$ cat src/include/fvs_map.vh
// Constants for the fuel valve solenoid and safety logic: register offsets,
// field positions and reset values. Definitions only; included by bare name.
`ifndef FVS_MAP_VH
`define FVS_MAP_VH

// ------------------------------------------------------------
// Register byte offsets (one aligned 32-bit word each)
// ------------------------------------------------------------
`define FVS_CTRL_OFS 8'h00
`define FVS_STATUS_OFS 8'h04
`define FVS_INT_STAT_OFS 8'h08
`define FVS_INT_MASK_OFS 8'h0c

// ------------------------------------------------------------
// Control register fields
// ------------------------------------------------------------
`define FVS_CTRL_ESTOP_RELEASE 0

// ------------------------------------------------------------
// Mode selector one-hot positions
// ------------------------------------------------------------
`define FVS_MODE_AUTO 0
`define FVS_MODE_FLUSH 1
`define FVS_MODE_TIGHT 2
`define FVS_MODE_OFF 3
`define FVS_MODE_OFF_CODE 4'h8

// ------------------------------------------------------------
// Leak test phase one-hot positions
// ------------------------------------------------------------
`define FVS_PHASE_HIGH 0
`define FVS_PHASE_STATIC 1
`define FVS_PHASE_LOW 2

// ------------------------------------------------------------
// Status register fields
// ------------------------------------------------------------
`define FVS_ST_MODE_LSB 0
`define FVS_ST_PUMPS 4
`define FVS_ST_PHASE_LSB 5
`define FVS_ST_COIL_LSB 8
`define FVS_ST_ESTOP_LOCK 14
`define FVS_ST_SHUTOFF_OPEN 15
`define FVS_ST_SAFETY_POWER 16

// ------------------------------------------------------------
// Interrupt status / mask fields and reset values
// ------------------------------------------------------------
`define FVS_INT_ESTOP 0
`define FVS_INT_SHUTOFF_CLOSED 1
`define FVS_INT_POWER_LOST 2
`define FVS_INT_BAD_MODE 3
`define FVS_INT_WIDTH 4
`define FVS_INT_MASK_RST 4'h0
`define FVS_INT_STAT_RST 4'h0

`endif

$ cat src/design/fvs_valve_logic.v
// Valve solenoid decode, operator indications and safety-circuit handling
// for a fuel pump control panel, with an AHB-Lite register slave.
// Assumes one 250 MHz clock, all inputs synchronous to it, one AHB-Lite
// master and this slave alone on the bus (hreadyout is the bus hready).
//
// Local design decisions: the register offsets and the AHB-Lite register port.
`timescale 1ns/10ps
`include "fvs_map.vh"

module fvs_valve_logic (
  // Clock and reset
  input wire mclk,
  input wire nrst,
  // AHB-Lite slave
  input wire hsel,
  input wire [31:0] haddr,
  input wire [1:0] htrans,
  input wire hwrite,
  input wire [2:0] hsize,
  input wire [31:0] hwdata,
  input wire hready,
  output wire hreadyout,
  output wire hresp,
  output reg [31:0] hrdata,
  // Mode selector, pump state and leak test phase
  input wire [3:0] mode_select,
  input wire pumps_running,
  input wire lead_pump_stop_pending,
  input wire [2:0] leak_test_phase,
  // Safety circuit contacts (high while closed)
  input wire estop_status_contact,
  input wire shutoff_valve_status_contact,
  input wire safety_power_status_contact,
  // Pump start requests from the sequencer and gated commands out
  input wire [4:0] pump_start_request,
  output reg [4:0] pump_start_cmd,
  // Valve coils
  output reg defuel_flush_valve_coil_a,
  output reg defuel_flush_valve_coil_b,
  output reg pressure_control_valve_coil_a,
  output reg pressure_control_valve_coil_b,
  output reg backpressure_control_valve_coil_a,
  output reg backpressure_control_valve_coil_b,
  // Graphic display panel indications
  output reg defuel_flush_valve_open_ind,
  output reg defuel_flush_valve_closed_ind,
  output reg pressure_control_valve_enabled_ind,
  output reg pressure_control_valve_closed_ind,
  output reg backpressure_control_valve_enabled_ind,
  output reg backpressure_control_valve_closed_ind,
  output reg emergency_shutoff_valve_open_ind,
  output reg emergency_shutoff_valve_closed_ind,
  output reg emergency_power_on_ind,
  // Annunciator and interrupt
  output reg critical_alarm_trigger,
  output wire irq
);

  // ------------------------------------------------------------
  // Input scan registers
  // ------------------------------------------------------------
  reg [3:0] mode_reg;
  reg pumps_reg;
  reg lead_stop_reg;
  reg [2:0] phase_reg;
  reg estop_reg;
  reg shutoff_reg;
  reg power_reg;
  reg bad_mode_reg;

  // A selector caught between positions shows no or several bits; falling
  // back to off keeps the coils in their safest pattern.
  wire mode_legal = (mode_select == 4'h1) || (mode_select == 4'h2) ||
                    (mode_select == 4'h4) || (mode_select == 4'h8);

  always @(posedge mclk or negedge nrst) begin
    if (!nrst) begin
      mode_reg <= `FVS_MODE_OFF_CODE;
      pumps_reg <= 1'b0;
      lead_stop_reg <= 1'b0;
      phase_reg <= 3'h0;
      estop_reg <= 1'b0;
      shutoff_reg <= 1'b0;
      power_reg <= 1'b0;
      bad_mode_reg <= 1'b0;
    end else begin
      mode_reg <= mode_legal ? mode_select : `FVS_MODE_OFF_CODE;
      bad_mode_reg <= ~mode_legal;
      pumps_reg <= pumps_running;
      lead_stop_reg <= lead_pump_stop_pending;
      phase_reg <= leak_test_phase;
      estop_reg <= estop_status_contact;
      shutoff_reg <= shutoff_valve_status_contact;
      power_reg <= safety_power_status_contact;
    end
  end

  wire m_auto = mode_reg[`FVS_MODE_AUTO];
  wire m_flush = mode_reg[`FVS_MODE_FLUSH];
  wire m_tight = mode_reg[`FVS_MODE_TIGHT];
  wire m_off = mode_reg[`FVS_MODE_OFF];
  wire p_high = m_tight & phase_reg[`FVS_PHASE_HIGH];
  wire p_static = m_tight & phase_reg[`FVS_PHASE_STATIC];
  wire p_low = m_tight & phase_reg[`FVS_PHASE_LOW];

  // ------------------------------------------------------------
  // Coil decode
  // ------------------------------------------------------------
  wire dfv_a_next = (m_auto | m_off) & ~pumps_reg;
  wire dfv_b_next = m_flush;
  wire pcv_a_next = ((m_auto | m_flush | m_off) & pumps_reg) | p_high | p_low;
  wire pcv_b_next = p_low;
  // In automatic mode the coil drops as soon as the lead pump shutdown is pending, so the
  // valve has closed before the pump actually stops.
  wire backpressure_control_valve_a_next = (m_auto & pumps_reg & ~lead_stop_reg) | (m_off & pumps_reg);
  wire backpressure_control_valve_b_next = p_high;

  // Mode flags delayed with the coils, so the pressure valve indication
  // never mixes a new mode with the previous coil pattern.
  reg coil_flush_reg;
  reg coil_tight_reg;

  always @(posedge mclk or negedge nrst) begin
    if (!nrst) begin
      coil_flush_reg <= 1'b0;
      coil_tight_reg <= 1'b0;
      defuel_flush_valve_coil_a <= 1'b0;
      defuel_flush_valve_coil_b <= 1'b0;
      pressure_control_valve_coil_a <= 1'b0;
      pressure_control_valve_coil_b <= 1'b0;
      backpressure_control_valve_coil_a <= 1'b0;
      backpressure_control_valve_coil_b <= 1'b0;
    end else begin
      coil_flush_reg <= m_flush;
      coil_tight_reg <= m_tight;
      defuel_flush_valve_coil_a <= dfv_a_next;
      defuel_flush_valve_coil_b <= dfv_b_next;
      pressure_control_valve_coil_a <= pcv_a_next;
      pressure_control_valve_coil_b <= pcv_b_next;
      backpressure_control_valve_coil_a <= backpressure_control_valve_a_next;
      backpressure_control_valve_coil_b <= backpressure_control_valve_b_next;
    end
  end

  // ------------------------------------------------------------
  // Operator indications
  // ------------------------------------------------------------
  // Defuel, pressure and backpressure valve indications come from the commanded coils; the pressure valve also needs the mode,
  // because flush with pumps stopped and the enabled states other than the tight low phase
  // share one coil pattern but must read differently.
  wire pcv_both_off = ~pressure_control_valve_coil_a & ~pressure_control_valve_coil_b;
  wire pcv_enabled = (pcv_both_off & ~coil_flush_reg) |
                     (pressure_control_valve_coil_b & coil_tight_reg);
  wire backpressure_control_valve_enabled = backpressure_control_valve_coil_a |
                      backpressure_control_valve_coil_b;

  always @(posedge mclk or negedge nrst) begin
    if (!nrst) begin
      defuel_flush_valve_open_ind <= 1'b0;
      defuel_flush_valve_closed_ind <= 1'b1;
      pressure_control_valve_enabled_ind <= 1'b0;
      pressure_control_valve_closed_ind <= 1'b1;
      backpressure_control_valve_enabled_ind <= 1'b0;
      backpressure_control_valve_closed_ind <= 1'b1;
      emergency_shutoff_valve_open_ind <= 1'b0;
      emergency_shutoff_valve_closed_ind <= 1'b1;
      emergency_power_on_ind <= 1'b0;
    end else begin
      defuel_flush_valve_open_ind <= defuel_flush_valve_coil_b;
      defuel_flush_valve_closed_ind <= ~defuel_flush_valve_coil_b;
      pressure_control_valve_enabled_ind <= pcv_enabled;
      pressure_control_valve_closed_ind <= ~pcv_enabled;
      backpressure_control_valve_enabled_ind <= backpressure_control_valve_enabled;
      backpressure_control_valve_closed_ind <= ~backpressure_control_valve_enabled;
      emergency_shutoff_valve_open_ind <= shutoff_reg;
      emergency_shutoff_valve_closed_ind <= ~shutoff_reg;
      emergency_power_on_ind <= power_reg;
    end
  end

  // ------------------------------------------------------------
  // Emergency stop lock and pump start gating
  // ------------------------------------------------------------
  // The lock only releases when the contact has opened and software
  // acknowledges the reset, so a bouncing contact cannot restart pumps.
  reg estop_lock_reg;
  reg estop_prev_reg;
  reg shutoff_prev_reg;
  reg power_prev_reg;
  wire release_wr;
  wire estop_rise = estop_reg & ~estop_prev_reg;
  wire shutoff_fall = ~shutoff_reg & shutoff_prev_reg;
  wire power_fall = ~power_reg & power_prev_reg;

  always @(posedge mclk or negedge nrst) begin
    if (!nrst) begin
      estop_lock_reg <= 1'b0;
      estop_prev_reg <= 1'b0;
      shutoff_prev_reg <= 1'b0;
      power_prev_reg <= 1'b0;
      critical_alarm_trigger <= 1'b0;
      pump_start_cmd <= 5'h00;
    end else begin
      estop_prev_reg <= estop_reg;
      shutoff_prev_reg <= shutoff_reg;
      power_prev_reg <= power_reg;
      critical_alarm_trigger <= estop_rise;
      if (estop_reg) begin
        estop_lock_reg <= 1'b1;
      end else if (release_wr) begin
        estop_lock_reg <= 1'b0;
      end
      pump_start_cmd <= (estop_reg | estop_lock_reg) ? 5'h00 : pump_start_request;
    end
  end

  // ------------------------------------------------------------
  // AHB-Lite slave
  // ------------------------------------------------------------
  // Zero wait states: every transfer completes in its first data phase.
  reg wr_pend_reg;
  reg [7:0] wr_addr_reg;
  reg [`FVS_INT_WIDTH-1:0] int_stat_reg;
  reg [`FVS_INT_WIDTH-1:0] int_mask_reg;
  wire addr_phase = hsel & htrans[1] & hready;
  wire addr_mapped = (haddr[31:8] == 24'h000000) & (haddr[1:0] == 2'h0);
  wire wr_ctrl = wr_pend_reg & (wr_addr_reg == `FVS_CTRL_OFS);
  wire wr_stat = wr_pend_reg & (wr_addr_reg == `FVS_INT_STAT_OFS);
  wire wr_mask = wr_pend_reg & (wr_addr_reg == `FVS_INT_MASK_OFS);
  assign release_wr = wr_ctrl & hwdata[`FVS_CTRL_ESTOP_RELEASE];
  assign hreadyout = 1'b1;
  assign hresp = 1'b0;

  wire [`FVS_INT_WIDTH-1:0] int_events = {bad_mode_reg, power_fall, shutoff_fall, estop_rise};
  wire [31:0] status_word = {15'h0000, power_reg, shutoff_reg, estop_lock_reg,
                             backpressure_control_valve_coil_b,
                             backpressure_control_valve_coil_a,
                             pressure_control_valve_coil_b, pressure_control_valve_coil_a,
                             defuel_flush_valve_coil_b, defuel_flush_valve_coil_a,
                             phase_reg, pumps_reg, mode_reg};

  reg [31:0] rd_next;
  always @* begin
    rd_next = 32'h00000000;
    if (!addr_mapped) begin
      rd_next = 32'h00000000;
    end else if (haddr[7:0] == `FVS_STATUS_OFS) begin
      rd_next = status_word;
    end else if (haddr[7:0] == `FVS_INT_STAT_OFS) begin
      rd_next = {28'h0000000, int_stat_reg};
    end else if (haddr[7:0] == `FVS_INT_MASK_OFS) begin
      rd_next = {28'h0000000, int_mask_reg};
    end
  end

  always @(posedge mclk or negedge nrst) begin
    if (!nrst) begin
      wr_pend_reg <= 1'b0;
      wr_addr_reg <= 8'h00;
      hrdata <= 32'h00000000;
      int_stat_reg <= `FVS_INT_STAT_RST;
      int_mask_reg <= `FVS_INT_MASK_RST;
    end else begin
      wr_pend_reg <= addr_phase & hwrite & addr_mapped;
      if (addr_phase) begin
        wr_addr_reg <= haddr[7:0];
      end
      if (addr_phase & ~hwrite) begin
        hrdata <= rd_next;
      end
      if (wr_mask) begin
        int_mask_reg <= hwdata[`FVS_INT_WIDTH-1:0];
      end
      // A new event in the clearing cycle survives the write-one clear.
      int_stat_reg <= (int_stat_reg &
                       ~(wr_stat ? hwdata[`FVS_INT_WIDTH-1:0] : 4'h0)) | int_events;
    end
  end

  assign irq = |(int_stat_reg & int_mask_reg);

endmodule

$ cat config.mk
export PLATFORM = sky130hd
export DESIGN_NAME = fvs_valve_logic
export DESIGN_NICKNAME = d
export VERILOG_FILES = /design/src/design/fvs_valve_logic.v
export VERILOG_INCLUDE_DIRS = /design/src /design/src/include
export SDC_FILE = /design/constraint.sdc
export NUM_CORES = 1
export LEC_CHECK = 0
export BUFFER_PORTS_ARGS = -buffer_cell sky130_fd_sc_hd__buf_2
export CORE_MARGIN = 4
export CORE_UTILIZATION = 49
export DETAILED_ROUTE_END_ITERATION = 16
export HOLD_SLACK_MARGIN = 0.03
export PLACE_DENSITY = 0.85
export SYNTH_ARGS = -nofsm -noshare
export SYNTH_HDL_FRONTEND = slang
export SYNTH_SLANG_ARGS = --single-unit
$ cat constraint.sdc
create_clock -name mclk -period 4.05 [get_ports mclk]
set_input_delay 1.0125 -clock mclk [delete_from_list [all_inputs] [get_ports mclk]]
set_output_delay 1.0125 -clock mclk [all_outputs]
set_load 0.1 [all_outputs]
# Word-level counts from Yosys, hierarchy flattened
# Cells that the tools add are included.
# word_totals
wordCells	107
ff_bits	86
in_bits	91
output_inout_bits	56
# op_classes
mux	9
eq_ne	9
reduce_logical	8
n_bitwise	48
# op_table
operator	n
$eq 8x4->1 const B	4
$mux 32	1
$logic_not 24->1	1
$and 1x1->1	23
$mux 17	1
$mux 4	4
$not 1->1	12
$or 1x1->1	9
$and 4x4->4	2
$eq 8x3->1 const B	1
$logic_not 8->1	1
$mux 5	1
$eq 4x1->1 const B	1
$eq 4x2->1 const B	1
$eq 4x3->1 const B	1
$eq 4x4->1 const B	1
$not 4->4	1
$or 4x4->4	1
$reduce_or 4->1	1
$logic_or 1x1->1	3
$logic_not 2->1	1
$mux 1	2
$reduce_bool 2->1	1

# Depth between registers and ports, before layout
# depth
word_depth	6
depth_mapped	6
mapped_depth_nobuf	4

# Worst setup path before layout
# OpenSTA, ideal clock, no wires.
# synth_timing
kind	input -> register
from	input port haddr[5]
to	register hrdata[10]
path_buffers	1
required_ps	3956
arrival_time_ps	2552
setup_slack_ps	1404
stages	5
cell_sequence	or4_4 > or4_4 > or2_4 > buf_6 > o31ai_2
# synth_via
elab_chain_cells	3
# synth_rtl
item	line_no	rtl
start, declared	fvs_valve_logic.v:16	input wire [31:0] haddr,
$eq 8x3->1 (no line)	-	
$mux 17	fvs_valve_logic.v:247	end else if (haddr[7:0] == `FVS_STATUS_OFS) begin
$mux 32	fvs_valve_logic.v:245	if (!addr_mapped) begin
end signal, assigned	fvs_valve_logic.v:269	hrdata <= rd_next;
end, declared	fvs_valve_logic.v:24	output reg [31:0] hrdata,
# No other way between the ends.
# A chain may end at the register's enable or synchronous reset.

# Final worst setup path
# layout_timing
from	input port htrans[1]
to	register hrdata[0]
# layout_via
elab_chain_cells	3
# layout_rtl
item	line_no	rtl
start, declared	fvs_valve_logic.v:17	input wire [1:0] htrans,
$and 1x1->1 (2 in a row)	fvs_valve_logic.v:225	wire addr_phase = hsel & htrans[1] & hready;
$and 1x1->1	fvs_valve_logic.v:268	if (addr_phase & ~hwrite) begin
# No other way between the ends.

==> results.tsv <==
stage	metric	value	unit
global_route	antenna violations before repair	0	
detailed_routing	DRT Pass-1 Iters	4	
power_and_ir_drop	maximum vdd ir drop	0.213	mV
sta	Slew Limit Fails	0	
clock_tree	worst-skew pair later-pin latency	0.33	ns
detailed_routing	routed wl met2	3010	µm
logic_synthesis	warnings from Yosys	0	
detailed_routing	Detail Route Antenna Nets	0	
worst_setup_path	Reg2Reg Capture Point	int_mask_reg[3]$_DFFE_PN0P_	
worst_hold_path	Hold Crit Class	reg2reg	
job	max_cap viols	0	
power_and_ir_drop	Pleak	0.00179	µW
logic_synthesis	top post-synthesis cells by area	dfrtp_1 57%, nand2_1 4.7%, mux2_2 4.7%, dfstp_2 4.6%, buf_4 4.4%	
run_status	status	completed	
detailed_routing	Routed wire per std cell	14.8	µm
cells_and_area	NumNets Final	429	
sta	Setup Viol. Count Final	0	
sta	Fin. Hold Viols	0	
worst_hold_path	Hold Path Sink	critical_alarm_trigger$_DFF_PN0_	
detailed_routing	DR vias/cell	5.05	
placement	dpl hpwl	4640	µm
sta	setup TNS	0	ns
detailed_routing	DR DRC count	0	
logic_synthesis	area leader, netlist	dfrtp_1	
sta	fin crit period	2.62	ns
clock_tree	Post-CTS Setup Inserts	0	
sta	RSZ-0062 raised after global routing	false	
floorplanning	Core ar.	5610	µm²
worst_setup_path	Worst EP required	4.29	ns
sta	FMAX	0.381	GHz
worst_setup_path	CP arrival	2.86	ns
logic_synthesis	Post-Synthesis Cells	237	
detailed_routing	Metal-1 WL	2560	µm
floorplanning	Core Rows	27	
cells_and_area	commonest non-fill, non-tap cells in the layout	97 x buf_2, 66 x dfrtp_1, 36 x nand2_1	
detailed_routing	Top Metal Used	met4	
worst_setup_path	reg2reg start	wr_addr_reg[4]$_DFFE_PN0N_	
worst_setup_path	Setup CP Type	in2reg	
logic_synthesis	Netlist cell types	36	
worst_setup_path	r2r setup slk	2.18	ns
sta	final period utilization	0.648	
logic_synthesis	FF+latch count, synth	71	
detailed_routing	met3 wire length	425	µm
global_route	Tot GR Track Use	0.180	
clock_tree	H-tree Lvls	3	
logic_synthesis	syn avg cell area	12.2	µm²
floorplanning	io pins	147	
worst_hold_path	min-delay src	estop_prev_reg$_DFF_PN0_	
sta	Worst-Margin Slew	0.844	ns
power_and_ir_drop	power per cell area	453	nW/µm²
logic_synthesis	sequential area share after synthesis	0.619	
detailed_routing	wirelength, routed	6160	µm
global_route	largest net degree at the start of global routing	40	
cells_and_area	commonest non-fill, non-tap cell in the layout	buf_2	
worst_hold_path	hold depth	1	
worst_setup_path	CP Max Fanout	19	
global_route	GRT overflow	0	
clock_tree	clock-pin slew on the worst setup and hold paths	0.07	ns
detailed_routing	DR vias	2095	
floorplanning	Initial Utilization	0.514	
cells_and_area	area grow syn2layout	24.5	%
cells_and_area	number of flip-flops in the largest register	17	
placement	gp weighted congestion	0.813	
clock_tree	Max clock buf depth	2	
global_route	vias in the first global route	2113	
worst_setup_path	R2R cell count	4	
clock_tree	Num CTS Buffers	9	
clock_tree	CTS tree	yes	
cells_and_area	share of cells above drive strength 1	0.431	
worst_setup_path	CP Launch Type	primary input	
clock_tree	Clock Sink Count	71	
power_and_ir_drop	total power	1620	µW
logic_synthesis	Yosys top cell area share	0.573	
clock_tree	# hold bufs at CTS	0	
cells_and_area	ant diodes	0	
placement	IO Port Bufs	97	
floorplanning	die footprint	7170	µm²
detailed_routing	initial drt markers	63	
logic_synthesis	Syn Std Cell Area	2880	µm²
clock_tree	root buf cell	clkbuf_8	
clock_tree	post_cts resized	0	
floorplanning	die height	84.7	µm
sta	clk_skew	0.00386	ns
global_route	first-pass GRT wire length	10100	µm
worst_setup_path	Worst Setup End Kind	flop	
floorplanning	Die Wd	84.7	µm
sta	max_slew headroom	0.438	
-- worst max path at each step --
stage	startpoint	to	slack, ns	cells past startpoint
3_3_place_gp	htrans[1]	hrdata[2]$_DFFE_PN0P_	1.07	5
4_1_cts	htrans[1]	hrdata[2]$_DFFE_PN0P_	1.42	5
3_5_place_dp	htrans[1]	hrdata[2]$_DFFE_PN0P_	1.06	5
5_1_grt	htrans[1]	hrdata[0]$_DFFE_PN0P_	1.25	5
2_1_floorplan	haddr[5]	hrdata[10]$_DFFE_PN0P_	1.40	5
6_report	htrans[1]	hrdata[0]$_DFFE_PN0P_	1.43	5
-- through the flow --
| step | util | instances | worst slack (ns) | hold WS (ns) | area (µm²) |
|---|---|---|---|---|---|
| finish | 0.640 | 415 | 1.43 | 0.416 | 3590 |
| global route | 0.640 | 415 | 1.25 | 0.433 | 3590 |
| CTS | 0.640 | 415 | 1.42 | 0.421 | 3590 |
| detailed placement | 0.600 | 399 | 1.06 | 0.385 | 3370 |
| global placement | 0.600 | 399 | 1.07 | 0.386 | 3370 |
| floorplan | - | 252 | 1.40 | 0.370 | 2940 |
-- synth_stat cells --
| master | count |
|---|---|
| or4b_2 | 1 |
| and4_1 | 1 |
| mux2_2 | 12 |
| nor2_1 | 7 |
| o22a_1 | 4 |
| xor2_1 | 2 |
| o21a_1 | 1 |
| and2_1 | 7 |
| nand2b_1 | 1 |
| o211ai_1 | 1 |
| dfstp_2 | 5 |
| nand4_1 | 1 |
| buf_6 | 1 |
| dfrtp_1 | 66 |
| nor4b_1 | 3 |
| buf_4 | 17 |
| or2_2 | 1 |
| o31a_1 | 1 |
| clkbuf_1 | 6 |
| nor4_1 | 6 |
| and4bb_2 | 1 |
| o31ai_2 | 10 |
| inv_1 | 7 |
| o21ai_0 | 8 |
| nor2b_1 | 3 |
| nand3_1 | 3 |
| a21o_1 | 4 |
| a22oi_1 | 2 |
| nand2_1 | 36 |
| conb_1 | 2 |
| a22o_1 | 2 |
| or3_1 | 2 |
| or4_4 | 2 |
| o31ai_1 | 7 |
| nor3_1 | 3 |
| or2_4 | 1 |
-- layout make-up --
class | instances | area [µm²]
Tap cell | 72 | 90.1
Clock inverter | 6 | 83.8
Multi-Input combinational cell | 150 | 967
Clock buffer | 10 | 138
Fill cell | 449 | 2020
Inverter | 7 | 26.3
Sequential cell | 71 | 1780
Timing Repair Buffer | 99 | 500
-- cells by family (layout without fill, tap and decap cells) --
| kind of cell | count (synthesis) | after routing | share of synthesized area |
|---|---|---|---|
| xor gates and xnor gates | 2 | 2 | 0.00608 |
| other | 2 | 17 | 0.00261 |
| and+or+nand+nor | 79 | 79 | 0.143 |
| DFF | 71 | 71 | 0.619 |
| buffers and inverters | 31 | 122 | 0.0651 |
| muxes | 12 | 12 | 0.0469 |
| AOI/OAI and AO/OA | 40 | 40 | 0.118 |
-- power breakdown --
group | leakage [µW] | switching [µW] | internal [µW]
combinational | 0.000791 | 192 | 53.3
clock | 0.000116 | 252 | 361
sequential | 0.000881 | 19.8 | 745
-- critical path, stage by stage --
cell      delay [ns]
buf_2           0.09
nand3_1         0.30
nand2b_1        0.61
or3_1           0.60
o31ai_1         0.25
-- layer usage --
metal | track usage | vias up
met5 | 0 | -
li1 | - | 992
met2 | 0.297 | 95
met4 | 0.0978 | 0
met1 | 0.226 | 994
met3 | 0.0314 | 14
No activity file was read; power rests on OpenSTA's default activity.
